==> src/rtl/rstp_pkg.sv <==
// Constants for the reset-strap test-point port.
// Assumes a single 40 MHz core clock and a synchronous active-low reset.
package rstp_pkg;
	localparam int RSTP_CLK_MHZ_X10 = 400;
	// Capture delay after reset release, in ns
	localparam int RSTP_CAPTURE_NS = 1500;
	localparam int RSTP_CAPTURE_CYC_I = (RSTP_CAPTURE_NS * RSTP_CLK_MHZ_X10 + 9999) / 10000;
	localparam int RSTP_CNT_W = 7;
	localparam logic [RSTP_CNT_W-1:0] RSTP_CAPTURE_CYC = RSTP_CAPTURE_CYC_I[RSTP_CNT_W-1:0];
	localparam int RSTP_TP_W = 8;
	localparam int RSTP_SEL_W = 3;
	localparam int RSTP_DIV_W = 4;
	localparam logic [RSTP_SEL_W-1:0] RSTP_SEL_HIZ = 3'h7;
	localparam logic [RSTP_SEL_W-1:0] RSTP_SEL_CLK = 3'h2;
	localparam logic [RSTP_TP_W-1:0] RSTP_TP_ALL_OFF = 8'hFF;
	localparam logic [RSTP_TP_W-1:0] RSTP_TP_ALL_ON = 8'h00;
	localparam logic [RSTP_SEL_W-1:0] RSTP_SEL_ALL_OFF = 3'h7;
	localparam logic [RSTP_SEL_W-1:0] RSTP_SEL_ALL_ON = 3'h0;
	// Divider tap per test point; 4'hF marks a point held low
	localparam logic [3:0] RSTP_TAP_LOW = 4'hF;
	localparam logic [31:0] RSTP_TAP_MAP = {4'hF, 4'hF, 4'h0, 4'h2, 4'hF, 4'h3, 4'h1, 4'h0};
	typedef enum logic [1:0] {
		RSTP_ST_WAIT = 2'h1,
		RSTP_ST_RUN = 2'h2
	} rstp_state_t;
endpackage : rstp_pkg

==> src/rtl/rstp_clk_div.sv <==
// Binary divider giving the debug clock outputs at ratios 8:4:2:1.
// Assumes the core clock and synchronous reset of the parent.
`timescale 1ns/1ps
`default_nettype none
module rstp_clk_div
	import rstp_pkg::*;
(
	input wire logic core_clk,
	input wire logic rst_n,
	output logic [RSTP_DIV_W-1:0] div_taps
);
	always_ff @(posedge core_clk) begin
		if (!rst_n) begin
			div_taps <= 4'h0;
		end else begin
			div_taps <= div_taps + 4'h1;
		end
	end
endmodule : rstp_clk_div
`default_nettype wire

==> src/rtl/rstp_port.sv <==
// Reset-strap test-point port: samples straps after reset, then drives debug outputs.
// Assumes pins resolved outside from out/oe_n; oe_n low means driving.
//
// Behaviour
// - Test points undriven while reset asserted
// - Capture test points 1.5 us after release
// - Drive test points only after capture
// - Hold captured levels as configuration straps
// - Capture selector pins, then drive them
// - Captured selector picks test-point output behaviour
// - Selector x111 leaves test points undriven
// - Selector x010 drives divided debug clocks
// - Software may override selection only after capture
`timescale 1ns/1ps
`default_nettype none
module rstp_port
	import rstp_pkg::*;
(
	input wire logic core_clk,
	input wire logic rst_n,
	input wire logic [RSTP_TP_W-1:0] debug_test_points_in,
	output logic [RSTP_TP_W-1:0] debug_test_points_out,
	output logic [RSTP_TP_W-1:0] debug_test_points_oe_n,
	input wire logic [RSTP_SEL_W-1:0] test_out_strap_selector_in,
	output logic [RSTP_SEL_W-1:0] test_out_strap_selector_out,
	output logic [RSTP_SEL_W-1:0] test_out_strap_selector_oe_n,
	input wire logic [RSTP_SEL_W-1:0] jtag_tdo,
	input wire logic sw_sel_wr,
	input wire logic [RSTP_SEL_W-1:0] sw_sel,
	output logic [RSTP_TP_W-1:0] cfg_strap,
	output logic [RSTP_SEL_W-1:0] strap_sel,
	output logic [RSTP_SEL_W-1:0] active_sel,
	output logic capture_done
);
	////////////////////////////////////////////////////////////////////////////
	logic [RSTP_TP_W-1:0] tp_meta;
	logic [RSTP_TP_W-1:0] tp_sync;
	logic [RSTP_SEL_W-1:0] sel_meta;
	logic [RSTP_SEL_W-1:0] sel_sync;
	rstp_state_t state;
	logic [RSTP_CNT_W-1:0] cnt;
	logic [RSTP_DIV_W-1:0] div_taps;
	logic [RSTP_TP_W-1:0] next_tp_out;
	logic [RSTP_TP_W-1:0] next_tp_oe_n;
	logic cap_now;

	// Tap lookup for one test point
	function automatic logic tap_level(input logic [3:0] tap, input logic [RSTP_DIV_W-1:0] taps);
		logic lvl;
		lvl = 1'b0;
		if (tap != RSTP_TAP_LOW) begin
			lvl = taps[tap[1:0]];
		end
		return lvl;
	endfunction : tap_level

	////////////////////////////////////////////////////////////////////////////
	// Pin synchronisers
	always_ff @(posedge core_clk) begin
		if (!rst_n) begin
			tp_meta <= 8'h00;
			tp_sync <= 8'h00;
			sel_meta <= 3'h0;
			sel_sync <= 3'h0;
		end else begin
			tp_meta <= debug_test_points_in;
			tp_sync <= tp_meta;
			sel_meta <= test_out_strap_selector_in;
			sel_sync <= sel_meta;
		end
	end

	////////////////////////////////////////////////////////////////////////////
	// Post-reset delay and capture
	assign cap_now = (state == RSTP_ST_WAIT) && (cnt == RSTP_CAPTURE_CYC - 7'h01);

	always_ff @(posedge core_clk) begin
		if (!rst_n) begin
			state <= RSTP_ST_WAIT;
			cnt <= 7'h00;
		end else begin
			case (state)
				RSTP_ST_WAIT: begin
					cnt <= cnt + 7'h01;
					if (cap_now) begin
						state <= RSTP_ST_RUN;
					end
				end
				RSTP_ST_RUN: begin
					state <= RSTP_ST_RUN;
				end
				default: begin
					state <= RSTP_ST_WAIT;
				end
			endcase
		end
	end

	always_ff @(posedge core_clk) begin
		if (!rst_n) begin
			capture_done <= 1'b0;
			cfg_strap <= 8'h00;
			strap_sel <= RSTP_SEL_HIZ;
		end else if (cap_now) begin
			capture_done <= 1'b1;
			cfg_strap <= tp_sync;
			strap_sel <= sel_sync;
		end
	end

	////////////////////////////////////////////////////////////////////////////
	// Output selection: strap default, software override
	always_ff @(posedge core_clk) begin
		if (!rst_n) begin
			active_sel <= RSTP_SEL_HIZ;
		end else if (cap_now) begin
			active_sel <= sel_sync;
		end else if (capture_done && sw_sel_wr) begin
			active_sel <= sw_sel;
		end
	end

	rstp_clk_div u_div (
		.core_clk(core_clk),
		.rst_n(rst_n),
		.div_taps(div_taps)
	);

	generate
		for (genvar i = 0; i < RSTP_TP_W; i++) begin : g_tp
			always_comb begin
				if (capture_done && active_sel == RSTP_SEL_CLK) begin
					next_tp_out[i] = tap_level(RSTP_TAP_MAP[4*i +: 4], div_taps);
					next_tp_oe_n[i] = 1'b0;
				end else begin
					next_tp_out[i] = 1'b0;
					next_tp_oe_n[i] = 1'b1;
				end
			end
		end
	endgenerate

	always_ff @(posedge core_clk) begin
		if (!rst_n) begin
			debug_test_points_out <= 8'h00;
			debug_test_points_oe_n <= RSTP_TP_ALL_OFF;
		end else begin
			debug_test_points_out <= next_tp_out;
			debug_test_points_oe_n <= next_tp_oe_n;
		end
	end

	// Selector pins return to their ordinary output use after capture
	always_ff @(posedge core_clk) begin
		if (!rst_n) begin
			test_out_strap_selector_out <= 3'h0;
			test_out_strap_selector_oe_n <= RSTP_SEL_ALL_OFF;
		end else begin
			test_out_strap_selector_out <= jtag_tdo;
			if (cap_now || capture_done) begin
				test_out_strap_selector_oe_n <= RSTP_SEL_ALL_ON;
			end
		end
	end

	////////////////////////////////////////////////////////////////////////////
	// Checks
	logic [RSTP_CNT_W-1:0] rel_cyc;
	always_ff @(posedge core_clk) begin
		if (!rst_n) begin
			rel_cyc <= 7'h00;
		end else if (rel_cyc != 7'h7F) begin
			rel_cyc <= rel_cyc + 7'h01;
		end
	end

	property p_hiz_in_reset;
		@(posedge core_clk) !rst_n |=> (debug_test_points_oe_n == RSTP_TP_ALL_OFF);
	endproperty
	a_hiz_in_reset: assert property (p_hiz_in_reset) else $error("test points driven in reset");

	property p_capture_time;
		@(posedge core_clk) disable iff (!rst_n) $rose(capture_done) |-> (rel_cyc == RSTP_CAPTURE_CYC);
	endproperty
	a_capture_time: assert property (p_capture_time) else $error("capture at wrong time");

	property p_no_drive_before;
		@(posedge core_clk) disable iff (!rst_n)
			!capture_done |-> (debug_test_points_oe_n == RSTP_TP_ALL_OFF) && (test_out_strap_selector_oe_n == RSTP_SEL_ALL_OFF);
	endproperty
	a_no_drive_before: assert property (p_no_drive_before) else $error("pins driven before capture");

	property p_strap_hold;
		@(posedge core_clk) disable iff (!rst_n) capture_done && $past(capture_done) |-> $stable(cfg_strap) && $stable(strap_sel);
	endproperty
	a_strap_hold: assert property (p_strap_hold) else $error("strap value changed");

	property p_sel_drive;
		@(posedge core_clk) disable iff (!rst_n) capture_done |-> (test_out_strap_selector_oe_n == RSTP_SEL_ALL_ON);
	endproperty
	a_sel_drive: assert property (p_sel_drive) else $error("selector pins not driven");

	property p_default_sel;
		@(posedge core_clk) disable iff (!rst_n) $rose(capture_done) |-> (active_sel == strap_sel);
	endproperty
	a_default_sel: assert property (p_default_sel) else $error("selector default wrong");

	property p_hiz_mode;
		@(posedge core_clk) disable iff (!rst_n) (active_sel != RSTP_SEL_CLK) |=> (debug_test_points_oe_n == RSTP_TP_ALL_OFF);
	endproperty
	a_hiz_mode: assert property (p_hiz_mode) else $error("test points driven outside clock mode");

	property p_clk_mode;
		@(posedge core_clk) disable iff (!rst_n) (capture_done && active_sel == RSTP_SEL_CLK) [*2] |=>
			(debug_test_points_oe_n == RSTP_TP_ALL_ON) && (debug_test_points_out[0] != $past(debug_test_points_out[0]))
			&& (debug_test_points_out[5] == debug_test_points_out[0])
			&& !debug_test_points_out[3] && !debug_test_points_out[6] && !debug_test_points_out[7];
	endproperty
	a_clk_mode: assert property (p_clk_mode) else $error("clock debug outputs wrong");

	property p_sw_override;
		@(posedge core_clk) disable iff (!rst_n) capture_done && sw_sel_wr |=> (active_sel == $past(sw_sel));
	endproperty
	a_sw_override: assert property (p_sw_override) else $error("software selection ignored");

	property p_early_refused;
		@(posedge core_clk) disable iff (!rst_n) !capture_done && !cap_now |=> (active_sel == RSTP_SEL_HIZ);
	endproperty
	a_early_refused: assert property (p_early_refused) else $error("selection changed before capture");
endmodule : rstp_port
`default_nettype wire

==> config.mk <==
export PLATFORM = sky130hd
export DESIGN_NAME = rstp_port
export DESIGN_NICKNAME = d
export VERILOG_FILES = /design/src/rtl/rstp_pkg.sv /design/src/rtl/rstp_clk_div.sv /design/src/rtl/rstp_port.sv
export SDC_FILE = /design/constraint.sdc
export NUM_CORES = 1
export LEC_CHECK = 0
export BUFFER_PORTS_ARGS = -buffer_cell sky130_fd_sc_hd__buf_2
export CORE_MARGIN = 4
export CORE_UTILIZATION = 53
export CTS_BUF_LIST = sky130_fd_sc_hd__clkbuf_8
export CTS_CLUSTER_DIAMETER = 200
export DETAILED_ROUTE_END_ITERATION = 6
export GPL_TIMING_DRIVEN = 0
export PLACE_DENSITY = 0.8
export SLEW_MARGIN = 0
export SYNTH_ARGS = -nofsm -noshare
export SYNTH_HDL_FRONTEND = slang
export SYNTH_SLANG_ARGS = --single-unit
==> constraint.sdc <==
create_clock -name core_clk -period 1.8 [get_ports core_clk]
set_clock_uncertainty 0.15 [all_clocks]
set_input_delay 0.36 -clock core_clk [delete_from_list [all_inputs] [get_ports core_clk]]
set_output_delay 0.36 -clock core_clk [all_outputs]
set_load 0.03 [all_outputs]
==> key figures <==
Status
  – Status: complete, no violations

GRT
  – Total gr overflow: 0
  – First-pass GRT wire length: around 6000 um
  – Total GRT Usage: 15.57%
  – Number of antenna violations at the first check in global routing: 0
  – Vias in the first global route: about 1300
  – Largest net degree at the start of global routing: 11

Synth
  – Ys async rst share: 0%
  – Top_reg_cell synth: dfxtp_1
  – YS warnings: 0
  – Top cells by area, synth: dfxtp_1, and2_1, buf_4, nand2_1, a21boi_2
  – Leading area contributor after synthesis: dfxtp_1
  – Sequential share of the synthesized area: 56.46%
  – Distinct cells, synth: 33
  – Synthesized area: 2092 um2
  – Syn_area_per_cell: 10.36 um2
  – Top cell type's share of synthesized area: ~56%
  – Most common cell in the netlist: dfxtp_1
  – EDFF count, synth: 0
  – #FFs+latches synth: just under 60
  – Cells after Synth: 202
  – Synth top cells by count: dfxtp_1, and2_1, nand2_1

Flow run
  – Max-cap violations: 0

Worst setup path
  – Worst reg2reg path depth: 8
  – Crit end category: flop
  – Worst reg2reg endpoint: cfg_strap[0]$_SDFFE_PN0P_
  – RR Startpoint: state[1]$_SDFFE_PN0P_
  – WP data required: 1.91 ns
  – Crit. Startpoint: state[1]$_SDFFE_PN0P_
  – Critical Path Source Type: flop
  – WS Path Type: reg -> reg
  – Setup slack, reg-to-reg: 0.13 ns
  – Arrival time of the worst setup path: ~1.8 ns
  – Critical Path Fanout Max: 10

Timing
  – Hold Vio Cnt, Final: 0
  – Fmax: approximately 600 MHz
  – Final Critical Period: 1.673 ns
  – RSZ-0062 raised after global routing: false
  – Worst hold margin: 0.08669 ns
  – Final setup viols: 0
  – Fin crit share: slightly above 90%
  – Max Slew Vio Count: 0

Routing
  – Drt pass-1 iters: 4
  – Antenna Nets Post-Route: 0
  – Vias per cell: 4.661
  – DRC: 0
  – DR WL/cell: 11.01 um
  – DRT iter0 DRCs: 62
  – Routed via count: 1501
  – Total Wirelength: 3546 um

Clock tree
  – Clock Sink Count: 59
  – TritonCTS clock tree: built
  – Clk Latency, worst-skew pair: 0.33 ns
  – Clock buffer depth: 2
  – CTS HTree Levels: 3
  – Root buffer cell: clkbuf_8
  – CTS clk-pin slew, worst paths: 0.07 ns
  – CTS buffer count: 9

Finish
  – Share of layout cells above drive strength 1: 34.67%
  – Reg area: 1181 um2
  – N_diodes: 0
  – # nets final: around 290
  – Layout fillers: roughly 300
  – Area delta synth->final: 27.39%
  – Area of the multi-input gates: 758.2 um2
  – Final core utilization: 71.19%

Place
  – Post-DP HPWL: 2514 um
  – I/O Buffers: 52
  – Routability cong.: 0.7556

Hold path
  – Hold_sp: debug_test_points_in[5]
  – Hold endpoint: tp_meta[5]$_SDFF_PN0_
  – Number of cells on the worst hold path: 2
  – Hold Crit Class: in -> reg

Floorplanning
  – Die Wd: 70.83 um
  – Io pins: 57
  – Placeable Area: 3744 um2
  – Rows: 22
  – Die height: 70.83 um
  – Initial core utilization: 55.88%
  – Die area: 5016 um2

Power
  – Lkg Pwr: between 1 and 1.5 nW
  – PD cells: 1049 nW/um2
  – Max rail drop VDD: 0.9608 mV
worst max-delay path, cell delays in order, from the launching register on:
cell	delay (ns)
dfxtp_1	0.31
inv_1	0.05
ha_1	0.13
buf_4	0.16
nand2_2	0.09
nor4b_4	0.34
buf_6	0.20
nand2_1	0.07
a21boi_2	0.12
worst max-delay path by stage:
stage	end	slack [ns]	depth (start not counted)
floorplan	cfg_strap[4]$_SDFFE_PN0P_	0.19	6
global placement	cfg_strap[4]$_SDFFE_PN0P_	-0.04	6
detailed placement	cfg_strap[0]$_SDFFE_PN0P_	-0.1	6
CTS	cfg_strap[0]$_SDFFE_PN0P_	0.13	8
global route	cfg_strap[5]$_SDFFE_PN0P_	0.04	8
finish	cfg_strap[0]$_SDFFE_PN0P_	0.13	8
power by group:
part | switching (mW) | total [mW] | internal [mW]
combinational | 0.0563 | 0.112 | 0.0558
clock | 0.476 | 1.32 | 0.847
sequential | 0.0171 | 1.36 | 1.34
total | 0.550 | 2.80 | 2.25
logic make-up (layout without fill, tap and decap cells):
| group | after synthesis | in the layout | share of synthesized area, % |
|---|---|---|---|
| AND/OR/NAND/NOR | 79 | 79 | 21.53 |
| flip-flops | 59 | 59 | 56.46 |
| buffers and inverters | 27 | 97 | 7.775 |
| AO/OA/AOI/OAI | 25 | 25 | 8.851 |
| XOR/XNOR | 7 | 7 | 2.931 |
| adder cells (fa/ha/maj) | 3 | 3 | 1.794 |
| other | 1 | 3 | 0.1793 |
| multiplexers | 1 | 1 | 0.4785 |
through the flow:
stage	power (mW)	instance area, um2	cells	setup TNS [ns]	setup WS (ns)
after floorplan	1.464	2100	204	0	0.1890
after CTS	2.832	2663	322	0	0.1326
after global routing	2.907	2665	322	0	0.03555
final	2.797	2665	322	0	0.1269
after detailed placement	1.503	2420	304	-0.5609	-0.09549
after global placement	1.498	2420	304	-0.2257	-0.03815
routing by layer:
layer	share of wire (%)	GRT usage, %	vias up
met1	44	17.80	663
met4	2.0	8.768	0
li1	-	-	774
met2	44	24.20	57
met3	10	6.960	7
met5	0	0	-
layout by cell type (no fill, tap or decap), types with 2 or more instances in the layout:
master | netlist | routed
xor2_1 | 2 | 2
buf_2 | 1 | 53
xnor2_1 | 5 | 5
buf_4 | 14 | 16
a211oi_1 | 3 | 3
nor2_1 | 8 | 8
dfxtp_1 | 59 | 59
clkbuf_1 | 6 | 6
a21boi_0 | 4 | 3
clkbuf_8 | 0 | 11
nor2b_1 | 2 | 2
o21ai_0 | 5 | 4
bufinv_16 | 0 | 2
and3_1 | 3 | 3
nand2_1 | 19 | 19
inv_1 | 5 | 6
conb_1 | 1 | 3
ha_1 | 3 | 2
a21boi_2 | 5 | 5
nand4_1 | 4 | 4
and2_1 | 37 | 37
o21ai_1 | 3 | 4
registers in the layout, indices dropped and copies added, names as in the netlist:
signal                        count
active_sel                        3
debug_test_points_oe_n            1
test_out_strap_selector_out       3
cfg_strap                         8
capture_done                      1
tp_meta                           8
cnt                               7
state                             2
debug_test_points_out             4
test_out_strap_selector_oe_n      1
strap_sel                         3
sel_meta                          3
sel_sync                          3
tp_sync                           8
u_div.div_taps                    4
final cells by class:
class                      instances  area share [%]
buffer                            22           5.399
clock buffer                      11           5.681
clock inverter                     5           2.864
inverter                           5          0.7042
multi-input combinational        118           28.45
sequential                        59           44.32
tap                               48           2.254
timing repair buffer              54           10.33
repair_timing:
| item | 4_1_cts | 5_1_grt |
|---|---|---|
| resized for setup | 0 | 3 |
| hold endpoints to repair | 0 | 0 |
| setup buffers | 2 | 0 |
| hold buffers | 0 | 0 |
| setup endpoints to repair | 10 | 4 |
| pin swaps | 1 | 0 |
No activity file was read; power rests on OpenSTA's default activity.
